`config.mk`:
```
export PLATFORM = sky130hd
export DESIGN_NAME = adcri_top
export DESIGN_NICKNAME = d
export VERILOG_FILES = /design/src/inc/adcri_pkg.sv /design/src/hdl/adcri_top.sv
export SDC_FILE = /design/constraint.sdc
export NUM_CORES = 1
export LEC_CHECK = 0
export BUFFER_PORTS_ARGS = -buffer_cell sky130_fd_sc_hd__buf_2
export CAP_MARGIN = 20
export CORE_MARGIN = 8
export CORE_UTILIZATION = 52
export CTS_CLUSTER_DIAMETER = 150
export DETAILED_ROUTE_END_ITERATION = 7
export GPL_TIMING_DRIVEN = 0
export PLACE_DENSITY = 0.85
export SLEW_MARGIN = 30
export SYNTH_ARGS = -nofsm -noshare
export SYNTH_HDL_FRONTEND = slang
export SYNTH_SLANG_ARGS = --single-unit
```
`constraint.sdc`:
```
create_clock -name ref_clk_i -period 2.8 [get_ports ref_clk_i]
set_input_delay 0.14 -clock ref_clk_i [delete_from_list [all_inputs] [get_ports ref_clk_i]]
set_output_delay 0.14 -clock ref_clk_i [all_outputs]
set_load 0.005 [all_outputs]
```
`src/inc/adcri_pkg.sv`:
```
// package of register map, field layout and constants for the converter register interface
package adcri_pkg;
  localparam int unsigned ADDR_W = 8;
  localparam int unsigned DATA_W = 32;
  localparam int unsigned RES_W  = 12;

  // register byte addresses
  localparam logic [7:0] OFF_CONTROL   = 8'h00;
  localparam logic [7:0] OFF_POS_SEL   = 8'h04;
  localparam logic [7:0] OFF_NEG_SEL   = 8'h08;
  localparam logic [7:0] OFF_STATUS    = 8'h0c;
  localparam logic [7:0] OFF_RESULT    = 8'h10;
  localparam logic [7:0] OFF_SOFT_RST  = 8'h14;
  localparam logic [7:0] OFF_GAIN      = 8'h18;
  localparam logic [7:0] OFF_IRQ_MASK  = 8'h1c;
  localparam logic [7:0] OFF_PORT_CFG  = 8'h20;

  // control register fields
  localparam int unsigned CTL_W        = 16;
  localparam int unsigned CTL_TYPE_LSB = 0;
  localparam int unsigned CTL_MODE_LSB = 3;
  localparam int unsigned CTL_PWR_BIT  = 5;
  localparam int unsigned CTL_EN_BIT   = 7;
  localparam int unsigned CTL_ACQ_LSB  = 8;
  localparam int unsigned CTL_DIV_LSB  = 11;
  localparam logic [15:0] CTL_RESET    = 16'h0a00;

  localparam int unsigned CHAN_W       = 5;
  localparam logic [4:0]  CHAN_RESET   = 5'h00;
  localparam logic [4:0]  CHAN_TEMP    = 5'h0d;
  localparam int unsigned GAIN_W       = 5;
  localparam logic [4:0]  GAIN_RESET   = 5'h00;
  localparam int unsigned READY_BIT    = 0;
  localparam int unsigned RESULT_LSB   = 16;
  localparam int unsigned PORT_BUSY_BIT = 2;

  // conversion cost: fixed clocks plus acquisition, all in converter clocks
  localparam logic [7:0] EXTRA_CLOCKS  = 8'h13;
  localparam logic [2:0] TEMP_ACQ_CODE = 3'h3;
  localparam logic [2:0] TEMP_DIV_CODE = 3'h5;

  typedef enum logic [2:0] {
    ADCRI_TRIG_PIN    = 3'h0,
    ADCRI_TRIG_TIMER1 = 3'h1,
    ADCRI_TRIG_TIMER0 = 3'h2,
    ADCRI_TRIG_SINGLE = 3'h3,
    ADCRI_TRIG_CONT   = 3'h4,
    ADCRI_TRIG_LOGIC  = 3'h5
  } adcri_trig_t;

  typedef enum logic [1:0] {
    ADCRI_MODE_SINGLE = 2'h0,
    ADCRI_MODE_DIFF   = 2'h1,
    ADCRI_MODE_PSEUDO = 2'h2
  } adcri_mode_t;

  typedef struct packed {
    logic [7:0] addr;
    logic [31:0] wdata;
    logic       wr;
    logic       rd;
  } adcri_bus_req_t;

  typedef struct packed {
    logic [4:0] pos_chan;
    logic [4:0] neg_chan;
    logic [1:0] mode;
    logic [4:0] gain;
    logic       sample;
  } adcri_conv_req_t;
endpackage

```
`src/hdl/adcri_top.sv`:
```
// converter register interface: control, channel select, status, result and busy timing
//
// Overview of operation
// - status register holds only the result-ready flag, at bit 0.
// - each finished conversion sets result-ready and, when the interrupt mask bit is set, raises the converter interrupt.
// - reading the result register clears result-ready automatically.
// - busy output is high throughout a conversion, low once it finishes.
// - busy reaches port bit two only when its port function is selected.
// - result register keeps the 12-bit value of the latest conversion.
// - accessing the soft reset register restores every converter register to default.
// - control register sets enable, operating mode and conversion trigger source.
// - temperature sensor is an extra selectable channel of the input multiplexer.
// - gain register sets amplifier gain for the two gain channels.
// - separate registers select positive and negative input channels.
// - single software conversion returns trigger field to pin trigger when done.
// - result sits in bits 16..27, top four bits filled with sign.
module adcri_top #(
  parameter int unsigned RES_WIDTH = adcri_pkg::RES_W
) (
  input  wire logic                       ref_clk_i,
  input  wire logic                       reset_i,
  input  wire logic                       clk_en_i,
  input  wire adcri_pkg::adcri_bus_req_t  bus_req_i,
  output logic [31:0]                     rdata_o,
  input  wire logic                       conv_pin_i,
  input  wire logic                       timer0_i,
  input  wire logic                       timer1_i,
  input  wire logic                       logic_trig_i,
  input  wire logic [RES_WIDTH-1:0]       analog_code_i,
  output adcri_pkg::adcri_conv_req_t      conv_req_o,
  output logic                            busy_o,
  output logic                            port0_bit_two_o,
  output logic                            irq_o
);

  typedef enum logic [1:0] {
    ADCRI_IDLE    = 2'b01,
    ADCRI_CONVERT = 2'b10
  } adcri_state_t;

  adcri_state_t state;
  logic [15:0]  converter_control_reg;
  logic [4:0]   positive_channel_select;
  logic [4:0]   negative_channel_select;
  logic [4:0]   amplifier_gain_setting;
  logic [31:0]  port0_function_config;
  logic [0:0]   irq_mask;
  logic         result_ready_flag;
  logic [11:0]  conversion_result;
  logic [15:0]  clk_count;
  logic [15:0]  conv_len;
  logic         conv_done;
  logic         start;
  logic         trig_pulse;
  logic [3:0]   ext_sync1;
  logic [3:0]   ext_sync2;
  logic [3:0]   ext_prev;
  logic [RES_WIDTH-1:0] code_sync1;
  logic [RES_WIDTH-1:0] code_sync2;
  logic         soft_rst;
  logic         wr_ok;
  logic         rd_result;
  logic         wr_status_clr;
  logic         next_ready;
  logic         next_busy;
  logic [15:0]  conv_len_q;

  // power of two from a three bit exponent code
  function automatic logic [15:0] pow2(input logic [2:0] code);
    pow2 = 16'h0001 << code;
  endfunction

  function automatic logic hit(input logic [7:0] a, input logic [7:0] off);
    hit = (a == off);
  endfunction

  adcri_pkg::adcri_trig_t trig_sel;
  logic [2:0] acq_code;
  logic [2:0] div_code;
  logic       temp_chan;

  assign trig_sel  = adcri_pkg::adcri_trig_t'(
                     converter_control_reg[adcri_pkg::CTL_TYPE_LSB +: 3]);
  assign temp_chan = (positive_channel_select == adcri_pkg::CHAN_TEMP);
  // temperature channel forces slow timing, user timing returns afterwards
  assign acq_code  = temp_chan ? adcri_pkg::TEMP_ACQ_CODE
                               : converter_control_reg[adcri_pkg::CTL_ACQ_LSB +: 3];
  assign div_code  = temp_chan ? adcri_pkg::TEMP_DIV_CODE
                               : converter_control_reg[adcri_pkg::CTL_DIV_LSB +: 3];
  // acquisition code n means 2^(n+1) converter clocks; divider code n means 2^n core clocks
  assign conv_len  = 16'((16'(adcri_pkg::EXTRA_CLOCKS) + (pow2(acq_code) << 1))
                         << div_code);

  // length is frozen at start, so a control or channel write mid-conversion
  // cannot move the end point below the running count and strand the sequencer
  always_ff @(posedge ref_clk_i) begin
    if (reset_i) begin
      conv_len_q <= 16'h0000;
    end else if (clk_en_i && start) begin
      conv_len_q <= conv_len;
    end
  end

  // a read of the soft reset address resets too, so polling it is destructive
  assign wr_ok     = clk_en_i && bus_req_i.wr;
  assign soft_rst  = clk_en_i && (bus_req_i.wr || bus_req_i.rd) &&
                     hit(bus_req_i.addr, adcri_pkg::OFF_SOFT_RST);
  assign rd_result = clk_en_i && bus_req_i.rd && hit(bus_req_i.addr, adcri_pkg::OFF_RESULT);
  assign wr_status_clr = wr_ok && hit(bus_req_i.addr, adcri_pkg::OFF_STATUS) &&
                         bus_req_i.wdata[adcri_pkg::READY_BIT];

  // pin-side trigger inputs pass two flops before edge detection
  always_ff @(posedge ref_clk_i) begin
    if (reset_i) begin
      ext_sync1 <= 4'h0;
      ext_sync2 <= 4'h0;
      ext_prev  <= 4'h0;
    end else if (clk_en_i) begin
      ext_sync1 <= {logic_trig_i, timer1_i, timer0_i, conv_pin_i};
      ext_sync2 <= ext_sync1;
      ext_prev  <= ext_sync2;
    end
  end

  always_ff @(posedge ref_clk_i) begin
    if (reset_i) begin
      code_sync1 <= '0;
      code_sync2 <= '0;
    end else if (clk_en_i) begin
      code_sync1 <= analog_code_i;
      code_sync2 <= code_sync1;
    end
  end

  logic [3:0] ext_rise;
  assign ext_rise = ext_sync2 & ~ext_prev;

  // trigger source decode
  always_comb begin
    unique case (trig_sel)
      adcri_pkg::ADCRI_TRIG_PIN:    trig_pulse = ext_rise[0];
      adcri_pkg::ADCRI_TRIG_TIMER0: trig_pulse = ext_rise[1];
      adcri_pkg::ADCRI_TRIG_TIMER1: trig_pulse = ext_rise[2];
      adcri_pkg::ADCRI_TRIG_LOGIC:  trig_pulse = ext_rise[3];
      adcri_pkg::ADCRI_TRIG_SINGLE: trig_pulse = 1'b1;
      adcri_pkg::ADCRI_TRIG_CONT:   trig_pulse = 1'b1;
      default:                      trig_pulse = 1'b0;
    endcase
  end

  // a pin held high past the end of a conversion restarts it
  logic pin_level_hold;
  assign pin_level_hold = (trig_sel == adcri_pkg::ADCRI_TRIG_PIN) && ext_sync2[0];

  assign start = (state == ADCRI_IDLE) &&
                 converter_control_reg[adcri_pkg::CTL_EN_BIT] &&
                 converter_control_reg[adcri_pkg::CTL_PWR_BIT] &&
                 !soft_rst &&
                 (trig_pulse || pin_level_hold);
  // conv_done marks the last converter clock; flag, result and busy settle on its edge
  assign conv_done = (state == ADCRI_CONVERT) && (clk_count == conv_len_q - 16'h0001);
  // busy rises with the sample request, so it covers every clock of the conversion
  assign next_busy = start || ((state == ADCRI_CONVERT) && !conv_done && !soft_rst);

  // conversion sequencer
  // continuous mode passes through idle for one clock, so busy dips between results
  always_ff @(posedge ref_clk_i) begin
    if (reset_i) begin
      state     <= ADCRI_IDLE;
      clk_count <= 16'h0000;
    end else if (clk_en_i) begin
      if (soft_rst) begin
        state     <= ADCRI_IDLE;
        clk_count <= 16'h0000;
      end else begin
        unique case (state)
          ADCRI_IDLE: begin
            clk_count <= 16'h0000;
            if (start) begin
              state <= ADCRI_CONVERT;
            end
          end
          ADCRI_CONVERT: begin
            clk_count <= clk_count + 16'h0001;
            if (conv_done) begin
              state <= ADCRI_IDLE;
            end
          end
          default: begin
            state <= ADCRI_IDLE;
          end
        endcase
      end
    end
  end

  // busy and its port copy are registered from the next busy value
  always_ff @(posedge ref_clk_i) begin
    if (reset_i) begin
      busy_o          <= 1'b0;
      port0_bit_two_o <= 1'b0;
    end else if (clk_en_i) begin
      busy_o          <= next_busy;
      port0_bit_two_o <= port0_function_config[adcri_pkg::PORT_BUSY_BIT] && next_busy;
    end
  end

  // control register; single software trigger falls back to pin trigger
  always_ff @(posedge ref_clk_i) begin
    if (reset_i) begin
      converter_control_reg <= adcri_pkg::CTL_RESET;
    end else if (clk_en_i) begin
      if (soft_rst) begin
        converter_control_reg <= adcri_pkg::CTL_RESET;
      end else if (wr_ok && hit(bus_req_i.addr, adcri_pkg::OFF_CONTROL)) begin
        converter_control_reg <= bus_req_i.wdata[15:0];
      end else if (conv_done && trig_sel == adcri_pkg::ADCRI_TRIG_SINGLE) begin
        converter_control_reg[adcri_pkg::CTL_TYPE_LSB +: 3] <= 3'h0;
      end
    end
  end

  // channel and gain configuration
  always_ff @(posedge ref_clk_i) begin
    if (reset_i || (clk_en_i && soft_rst)) begin
      positive_channel_select <= adcri_pkg::CHAN_RESET;
      negative_channel_select <= adcri_pkg::CHAN_RESET;
      amplifier_gain_setting  <= adcri_pkg::GAIN_RESET;
    end else if (wr_ok) begin
      if (hit(bus_req_i.addr, adcri_pkg::OFF_POS_SEL)) begin
        positive_channel_select <= bus_req_i.wdata[4:0];
      end
      if (hit(bus_req_i.addr, adcri_pkg::OFF_NEG_SEL)) begin
        negative_channel_select <= bus_req_i.wdata[4:0];
      end
      if (hit(bus_req_i.addr, adcri_pkg::OFF_GAIN)) begin
        amplifier_gain_setting <= bus_req_i.wdata[4:0];
      end
    end
  end

  // port function and mask lie outside the converter and survive a soft reset
  always_ff @(posedge ref_clk_i) begin
    if (reset_i) begin
      port0_function_config <= 32'h0000_0000;
      irq_mask              <= 1'b0;
    end else if (wr_ok) begin
      if (hit(bus_req_i.addr, adcri_pkg::OFF_PORT_CFG)) begin
        port0_function_config <= bus_req_i.wdata;
      end
      if (hit(bus_req_i.addr, adcri_pkg::OFF_IRQ_MASK)) begin
        irq_mask <= bus_req_i.wdata[0:0];
      end
    end
  end

  // ready flag: a finishing conversion wins over a clearing read or write-one
  always_comb begin
    next_ready = result_ready_flag;
    if (conv_done && !soft_rst) begin
      next_ready = 1'b1;
    end else if (soft_rst) begin
      next_ready = 1'b0;
    end else if (rd_result) begin
      next_ready = 1'b0;
    end else if (wr_status_clr) begin
      next_ready = 1'b0;
    end
  end

  always_ff @(posedge ref_clk_i) begin
    if (reset_i) begin
      result_ready_flag <= 1'b0;
    end else if (clk_en_i) begin
      result_ready_flag <= next_ready;
    end
  end

  // the code word has no handshake with the analog core: it must stand two clocks
  // before the conversion ends
  always_ff @(posedge ref_clk_i) begin
    if (reset_i) begin
      conversion_result <= 12'h000;
    end else if (clk_en_i) begin
      if (conv_done && !soft_rst) begin
        conversion_result <= code_sync2[11:0];
      end else if (soft_rst) begin
        conversion_result <= 12'h000;
      end
    end
  end

  // interrupt follows the next flag value through the mask, so it falls on the
  // clearing edge; a mask write takes effect one clock later
  always_ff @(posedge ref_clk_i) begin
    if (reset_i) begin
      irq_o <= 1'b0;
    end else if (clk_en_i) begin
      irq_o <= irq_mask[0] && next_ready;
    end
  end

  // result is sign extended; single-ended data treated the same way
  logic [31:0] result_word;
  assign result_word = {{4{conversion_result[11]}}, conversion_result, 16'h0000};

  // read data, one cycle after the strobe; unmapped addresses read zero
  always_ff @(posedge ref_clk_i) begin
    if (reset_i) begin
      rdata_o <= 32'h0000_0000;
    end else if (clk_en_i) begin
      rdata_o <= 32'h0000_0000;
      if (bus_req_i.rd) begin
        unique case (bus_req_i.addr)
          adcri_pkg::OFF_CONTROL:  rdata_o <= {16'h0000, converter_control_reg};
          adcri_pkg::OFF_POS_SEL:  rdata_o <= {27'h0, positive_channel_select};
          adcri_pkg::OFF_NEG_SEL:  rdata_o <= {27'h0, negative_channel_select};
          adcri_pkg::OFF_STATUS:   rdata_o <= {31'h0, result_ready_flag};
          adcri_pkg::OFF_RESULT:   rdata_o <= result_word;
          adcri_pkg::OFF_GAIN:     rdata_o <= {27'h0, amplifier_gain_setting};
          adcri_pkg::OFF_IRQ_MASK: rdata_o <= {31'h0, irq_mask};
          adcri_pkg::OFF_PORT_CFG: rdata_o <= port0_function_config;
          default:                 rdata_o <= 32'h0000_0000;
        endcase
      end
    end
  end

  // request to the analog core, registered
  // sample is a one-clock pulse; channel, mode and gain follow the registers
  always_ff @(posedge ref_clk_i) begin
    if (reset_i) begin
      conv_req_o <= '0;
    end else if (clk_en_i) begin
      conv_req_o.pos_chan <= positive_channel_select;
      conv_req_o.neg_chan <= negative_channel_select;
      conv_req_o.mode     <= converter_control_reg[adcri_pkg::CTL_MODE_LSB +: 2];
      conv_req_o.gain     <= amplifier_gain_setting;
      conv_req_o.sample   <= start;
    end
  end

endmodule

```
==> impl_results.md, run 1 <==
* CTS root buf: clkbuf_16
* CP required at between 3000 and 4000 ps
* Worst-Margin Slew at 965 ps
* Register-to-Register Path Depth at 12
* # Max-Cap Violations at 0
* Final hold vios at 0
* Vias in the first global route at 8517
* Final Cycle Share at 98.6%
* Rows at 48
* Die height at 147 um
* Max-slew headroom at the worst pin at between 30% and 40%
* CTS clk-pin slew, worst paths at about 70 ps
* CTS tree: yes
* Avg Cell Area, Syn at roughly 8.4 um2
* Maximum clock insertion buffer count at 2
* Syn_nets at 1136
* Ys async rst share at 0%
* Area growth syn-to-layout at 23.2%
* Grt ovf at 0
* Die width at roughly 150 um
* Hold path startpoint: bus_req_i[6]
* Total CTS buffers at 17
* Startpoint Class: flip-flop
* Mapped Area at about 0.009 mm2
* Clock Latency Late Sink at approximately 430 ps
* Core area at 0.0171 mm2
* Die area at around 0.022 mm2
* Setup slack, reg-to-reg at 40 ps
* FF-to-FF Start: conv_len_q[0]$_SDFFE_PP0P_
* Largest net degree at the start of global routing at 19
* Hold EP: positive_channel_select[4]$_SDFFE_PP0P_
* Hold_ws at roughly 21 ps
* Post-DP Area at 0.00984 mm2
* Largest cells by area after synthesis: dfxtp_1 (44%), mux2i_1 (8.5%), nand2_1 (6.7%)
* DR vias at between 8000 and 9000
* Placer Congestion at 0.944
* Number of diodes at 0
* CTS sink cnt at 199
* Crit Path Category: flip-flop to flip-flop
* Top cells by count, synth: dfxtp_1 (199), nand2_1 (161), nor2_1 (135)
* # setup viols final at 0
* Slew Limit Fails at 0
* Fin Setup TNS at 0 ps
* Initial antenna violation count at 1
* Initial core utilization at 52.6%
* Warnings from Yosys at 0
* Remaining DRCs at 0
* Tightest Hold Check Type: primary input to flip-flop
* Registers with the most flip-flops: port0_function_config (32), rdata_o (32), conv_req_o (18)
* DRT iter0 DRCs at 1072
* Share of the synthesized area in the top cell type at ~44%
* Worst vdd ir at 0.422 mV
* Detailed Route WL at between 20000 and 30000 um
* Proportion of layout cells with a drive suffix above 1 at between 10% and 20%
* Ports at 114
* Post-layout min period at about 2800 ps
* Leakage dissipation at 4.32 nW
* First-pass GRT wire length at ~43000 um
* Run status: complete, no violations
* Power Density at 506 mW/mm2
* Port bufs at between 100 and 150
* Nets at 1322
* Clock Skew at 7.40 ps
* Arrival time worst endpoint at 3120 ps
* Max Freq at 0.362 GHz
* Yosys cell types at 64
* Cell area after layout at around 0.011 mm2
* Gr usage total at about 24%
* Crit-path max FO at 5
* EDFF count, synth at 0
* Critical path endpoint category: flip-flop
* Htree depth at 4
* DR pass1 iterations at 6
* Most frequent cell after synthesis: dfxtp_1
* DP HPWL at 18800 um
* Per-cell routed wire length at 18.2 um
* Largest area contributor in the netlist: dfxtp_1
* # fillers at 1348
* Flop and latch count out of synthesis at roughly 200
* Seq/Total Area, Yosys at ~44%
* Unrepaired setup endpoints after global routing: yes
* Top_reg_cell synth: dfxtp_1
* Hold path depth at 3
* Vias per std cell at 5.98
* Number of routed nets with antenna violations at 0
* Critical R2R Capture: conversion_result[4]$_SDFFE_PP0P_
* Cells after synthesis at between 1000 and 1500
==> worst max-delay path by stage <==
stage,from,end,slack [ps],cells past startpoint
finish,conv_len_q[0]$_SDFFE_PP0P_,conversion_result[4]$_SDFFE_PP0P_,40,12
global route,conv_len_q[0]$_SDFFE_PP0P_,conversion_result[9]$_SDFFE_PP0P_,-50,12
CTS,conv_len_q[0]$_SDFFE_PP0P_,conversion_result[0]$_SDFFE_PP0P_,4,12
detailed placement,conv_len_q[1]$_SDFFE_PP0P_,conversion_result[9]$_SDFFE_PP0P_,-430,10
global placement,bus_req_i[35],converter_control_reg[10]$_SDFFE_PP0P_,-440,8
floorplan,conv_len_q[0]$_SDFFE_PP0P_,conversion_result[10]$_SDFFE_PP0P_,-40,11
==> through the flow <==
stage / util, % / instances / power, mW / worst slack, ps
2_1_floorplan: - / 1072 / 3.06 / -43.9
3_3_place_gp: 57.7 / 1408 / 3.16 / -443
3_5_place_dp: 57.7 / 1409 / 3.17 / -435
4_1_cts: 64.2 / 1490 / 5.59 / 3.81
5_1_grt: 64.8 / 1496 / 5.73 / -48.1
6_report: 64.8 / 1496 / 5.59 / 40.2
==> report_power, final <==
group | total, mW | switching [mW] | internal (mW)
registers | 2.86 | 0.0134 | 2.85
clock network | 2.43 | 1.15 | 1.29
logic | 0.297 | 0.175 | 0.121
total | 5.59 | 1.34 | 4.26
==> final cells by class <==
type / count / area [um2] / area share (%)
multi-input combinational: 785 / 4740 / 42.9
clock buffer: 20 / 447 / 4.04
clock inverter: 12 / 134 / 1.21
inverter: 7 / 28.8 / 0.260
tap: 225 / 282 / 2.55
timing repair buffer: 168 / 1090 / 9.90
sequential: 199 / 3990 / 36.1
buffer: 80 / 338 / 3.06
==> placed cells by master (no fill, tap or decap), types with 4 or more instances in the layout <==
| cell | instances |
|---|---|
| a21o_1 | 6 |
| or3_1 | 10 |
| nor2b_1 | 8 |
| nand2b_1 | 6 |
| clkbuf_16 | 17 |
| nor2_1 | 134 |
| a22o_1 | 31 |
| buf_2 | 114 |
| o21ai_0 | 35 |
| a311oi_1 | 4 |
| xnor2_1 | 19 |
| buf_4 | 11 |
| inv_6 | 5 |
| nand2_1 | 161 |
| nor4_1 | 7 |
| o31ai_1 | 4 |
| dlygate4sd3_1 | 44 |
| a21oi_1 | 79 |
| a31oi_1 | 6 |
| inv_1 | 4 |
| nand3_1 | 32 |
| nor3_1 | 19 |
| xor2_1 | 12 |
| mux2i_1 | 76 |
| o21a_1 | 5 |
| nand3b_1 | 5 |
| buf_6 | 4 |
| and3_1 | 8 |
| nand4_1 | 11 |
| nor3b_1 | 4 |
| a22oi_1 | 37 |
| buf_1 | 6 |
| clkbuf_1 | 69 |
| dfxtp_1 | 197 |
==> logic make-up (layout without fill, tap and decap cells) <==
kind of cell,count (synthesis),after routing,share of synthesized area (%)
flops,199,199,44.4
fa+ha+maj,3,3,0.418
compound gates,243,243,17.9
buf+inv,88,287,3.88
xor+xnor,31,31,3.03
mux,77,77,8.61
simple gates,431,431,21.8
==> layer usage <==
layer | part of all wire (%) | up-vias | global-route usage (%)
li1 | - | 4150 | -
met1 | 41 | 4183 | 29.5
met2 | 47 | 513 | 40.2
met3 | 8.2 | 105 | 5.69
met4 | 4.1 | 2 | 10.5
met5 | 0.055 | - | 0
==> critical path, cell delays in order (launching register included) <==
cell     delay (ps)
dfxtp_2         320
buf_8           120
inv_4            40
ha_4            120
or4b_4          450
buf_6           140
or3_4           350
a22oi_2         190
nand4_1         210
nor4_4          200
buf_4           200
buf_6           140
mux2i_1         200
==> repair_timing <==
item / CTS / global route
hold endpoints to repair: 53 / 0
cloned: 1 / 0
pin swaps: 3 / 5
endpoints found under the setup margin: 30 / 28
hold buffers: 44 / 0
buffers inserted: 4 / 7
resized for setup: 13 / 18
No activity file was read; power rests on OpenSTA's default activity.
==> run 2: changes to the inputs <==
- CORE_MARGIN: 8 -> unset
- REMOVE_ABC_BUFFERS: unset -> 1
==> impl_results.md, run 2 (synthesized netlist as in run 1, its figures left out) <==
* CTS tree: yes (unchanged)
* # setup viols final at 7 (was 0)
* Detailed Route WL at 24800 um (was 27200 um)
* Die height at 133 um (was 147 um)
* Clock Skew at 8.96 ps (was 7.40 ps)
* First-pass GRT wire length at 38700 um (was 43300 um)
* GRT met2 Usage at 44.5% (was 40.2%)
* Setup slack, reg-to-reg at -40 ps (was 40 ps)
* Commonest non-fill, non-tap cells in the layout: dfxtp_1 (197), nand2_1 (160), nor2_1 (133) (was dfxtp_1 (197), nand2_1 (161), nor2_1 (134))
* Rows at 47 (was 48)
* Register-to-Register Path Depth at 10 (was 12)
* Crit Path Category: flip-flop to flip-flop (unchanged)
* CP required at 3150 ps (was 3160 ps)
* Ports at 114 (unchanged)
* Registers with the most flip-flops: port0_function_config (32), rdata_o (32), conv_req_o (18) (unchanged)
* Final Cycle Share at 101% (was 98.6%)
* Layout Cells excl Fill at 1418 (was 1496)
* Port bufs at 113 (was 111)
* Multi-input logic area at 0.00475 mm2 (was 0.00474 mm2)
* DR pass1 iterations at 7 (was 6)
* Leakage dissipation at 4.23 nW (was 4.32 nW)
* Placer Congestion at 0.891 (was 0.944)
* Hold EP: port0_function_config[1]$_SDFFE_PP0P_ (was positive_channel_select[4]$_SDFFE_PP0P_)
* Tightest Hold Check Type: primary input to flip-flop (unchanged)
* Proportion of layout cells with a drive suffix above 1 at 16.4% (was 15.3%)
* DP HPWL at 14900 um (was 18800 um)
* Most common cell after layout, fill and taps aside: dfxtp_1 (unchanged)
* Hold path startpoint: bus_req_i[3] (was bus_req_i[6])
* Vias in the first global route at 7916 (was 8517)
* Pwr Total at 5.63 mW (was 5.59 mW)
* Met3 usage at 4.57% (was 5.69%)
* Critical R2R Capture: conversion_result[9]$_SDFFE_PP0P_ (was conversion_result[4]$_SDFFE_PP0P_)
* Logic pwr share at 5.0% (was 5.3%)
* # fillers at 1285 (was 1348)
* Gr usage total at 27.0% (was 24.3%)
* Failing checks: negative setup slack
* Pre-CTS WS at -567 ps (was -435 ps)
* Htree depth at 4 (unchanged)
* Max-slew headroom at the worst pin at 37.0% (was 35.2%)
* Run status: finished, violations left (was complete, no violations)
* Final worst slack at -40.2 ps (was 40.2 ps)
* Slew Limit Fails at 0 (unchanged)
* Startpoint Class: flip-flop (unchanged)
* Placed cells at 1332 (was 1409)
* Area growth syn-to-layout at 20.8% (was 23.2%)
* Final hold vios at 0 (unchanged)
* DRT iter0 DRCs at 678 (was 1072)
* Per-cell routed wire length at 17.5 um (was 18.2 um)
* Die area at 0.0178 mm2 (was 0.0217 mm2)
* Slowest stage cell, crit path: or4b_4 (unchanged)
* Hold path depth at 3 (unchanged)
* # Max-Cap Violations at 0 (unchanged)
* Crit path max-delay family: simple AND/OR/NAND/NOR gates (unchanged)
* Crit-path max FO at 8 (was 5)
* Clock group share of total power at 44.1% (was 43.5%)
* Internal at 4.37 mW (was 4.26 mW)
* CTS sink cnt at 199 (unchanged)
* Fin Setup TNS at -79.3 ps (was 0 ps)
* CTS clk-pin slew, worst paths at 70 ps (about the same)
* Psw at 1.26 mW (was 1.34 mW)
* Max Freq at 0.352 GHz (was 0.362 GHz)
* Nets at 1248 (was 1322)
* Switching Share at 22.4% (was 23.9%)
* Clock Latency Late Sink at 430 ps (about the same)
* Worst vdd ir at 0.409 mV (was 0.422 mV)
* Total CTS buffers at 17 (unchanged)
* Crit-path cells: inv_2 -> ha_4 -> or4b_4 -> or3_4 -> a22oi_2 -> nand4_1 -> nor4_4 -> buf_6 -> buf_8 -> mux2i_1 (was buf_8 -> inv_4 -> ha_4 -> or4b_4 -> buf_6 -> or3_4 -> a22oi_2 -> nand4_1 -> nor4_4 -> buf_4 -> buf_6 -> mux2i_1)
* Worst-Margin Slew at 942 ps (was 965 ps)
* Unrepaired setup endpoints after global routing: yes (unchanged)
* Post-layout min period at 2840 ps (was 2760 ps)
* CTS root buf: clkbuf_16 (unchanged)
* Number of routed nets with antenna violations at 0 (unchanged)
* Register area at 0.00399 mm2 (about the same)
* Seq pwr share at 50.9% (was 51.2%)
* Largest net degree at the start of global routing at 97 (was 19)
* Arrival time worst endpoint at 3190 ps (was 3120 ps)
* Initial core utilization at 53.7% (was 52.6%)
* Critical path endpoint category: flip-flop (unchanged)
* Vias per std cell at 5.97 (was 5.98)
* Initial antenna violation count at 1 (unchanged)
* DR vias at 8467 (was 8953)
* Die width at 133 um (was 147 um)
* FF-to-FF Start: conv_len_q[1]$_SDFFE_PP0P_ (was conv_len_q[0]$_SDFFE_PP0P_)
* Power Density at 519 mW/mm2 (was 506 mW/mm2)
* CP Buf/Inv Count at 3 (was 5)
* Remaining DRCs at 0 (unchanged)
* Met1 usage at 34.0% (was 29.5%)
* Max incr delay on CP at 510 ps (was 450 ps)
* Core area at 0.0167 mm2 (was 0.0171 mm2)
* GR peak layer: met2 (unchanged)
* Maximum clock insertion buffer count at 2 (unchanged)
* Grt ovf at 0 (unchanged)
==> run 2: cell types whose count changed in the layout (fill, tap and decap cells not counted), moves of 3 or more <==
cell        before  now
clkinvlp_4       1    4
buf_1            6    0
clkbuf_1        69    3
inv_6            5    2
==> run 2: area by class of cell <==
class / count / share of cell area, %
Tap cell: 220 / 2.54
Multi-Input combinational cell: 785 / 43.8
Timing Repair Buffer: 174 / 11.1
Antenna cell: 1 / 0.0231
Clock buffer: 23 / 4.41
Inverter: 7 / 0.254
Clock inverter: 9 / 1.07
Sequential cell: 199 / 36.8
==> run 2: power groups by stage <==
stage / registers, mW / clock network (mW) / logic [mW]
floorplan: 2.93 / 0 / 0.0795
finish: 2.86 / 2.48 / 0.282
CTS: 2.86 / 2.48 / 0.273
global placement: 2.93 / 0 / 0.211
global route: 2.86 / 2.59 / 0.300
detailed placement: 2.93 / 0 / 0.223
==> run 2: worst max path at each step <==
stage | start | to | cells past startpoint
after detailed placement | conv_len_q[0]$_SDFFE_PP0P_ | conversion_result[1]$_SDFFE_PP0P_ | 10
after CTS | conv_len_q[0]$_SDFFE_PP0P_ | conversion_result[9]$_SDFFE_PP0P_ | 10
after global placement | bus_req_i[35] | converter_control_reg[0]$_SDFFE_PP0P_ | 7
final | conv_len_q[1]$_SDFFE_PP0P_ | conversion_result[9]$_SDFFE_PP0P_ | 10
after floorplan | conv_len_q[0]$_SDFFE_PP0P_ | conversion_result[0]$_SDFFE_PP0P_ | 8
after global routing | conv_len_q[1]$_SDFFE_PP0P_ | conversion_result[9]$_SDFFE_PP0P_ | 10
==> run 2: timing repair <==
item,CTS,global route
endpoints found under the hold margin,55,0
resized for setup,9,13
buffers inserted,2,7
hold buffers,44,0
pin swaps,2,4
endpoints found under the setup margin,22,21
==> run 2: layer usage <==
| layer | vias to the layer above | wire [um] |
|---|---|---|
| li1 | 3998 | - |
| met1 | 4005 | 10500 |
| met2 | 385 | 11900 |
| met3 | 79 | 1510 |
| met4 | 0 | 896 |
| met5 | - | 0 |
==> run 2: per-stage QoR <==
stage          hold WS (ps)  util, %  area [um2]
2_1_floorplan           209        -        8650
3_3_place_gp            373     56.8        9490
3_5_place_dp            384     57.8        9650
4_1_cts                1.48     64.3       10700
5_1_grt                5.07     64.9       10800
6_report               8.40     64.9       10800
==> run 2: worst register-to-register path: cells and delay by family, from the launching register on <==
family / cells / cell delay, ps
AOI/OAI and AO/OA: 1 / 160
adders and majority gates: 1 / 180
DFF: 1 / 370
buffers and inverters: 3 / 370
muxes: 1 / 210
and+or+nand+nor: 4 / 1470
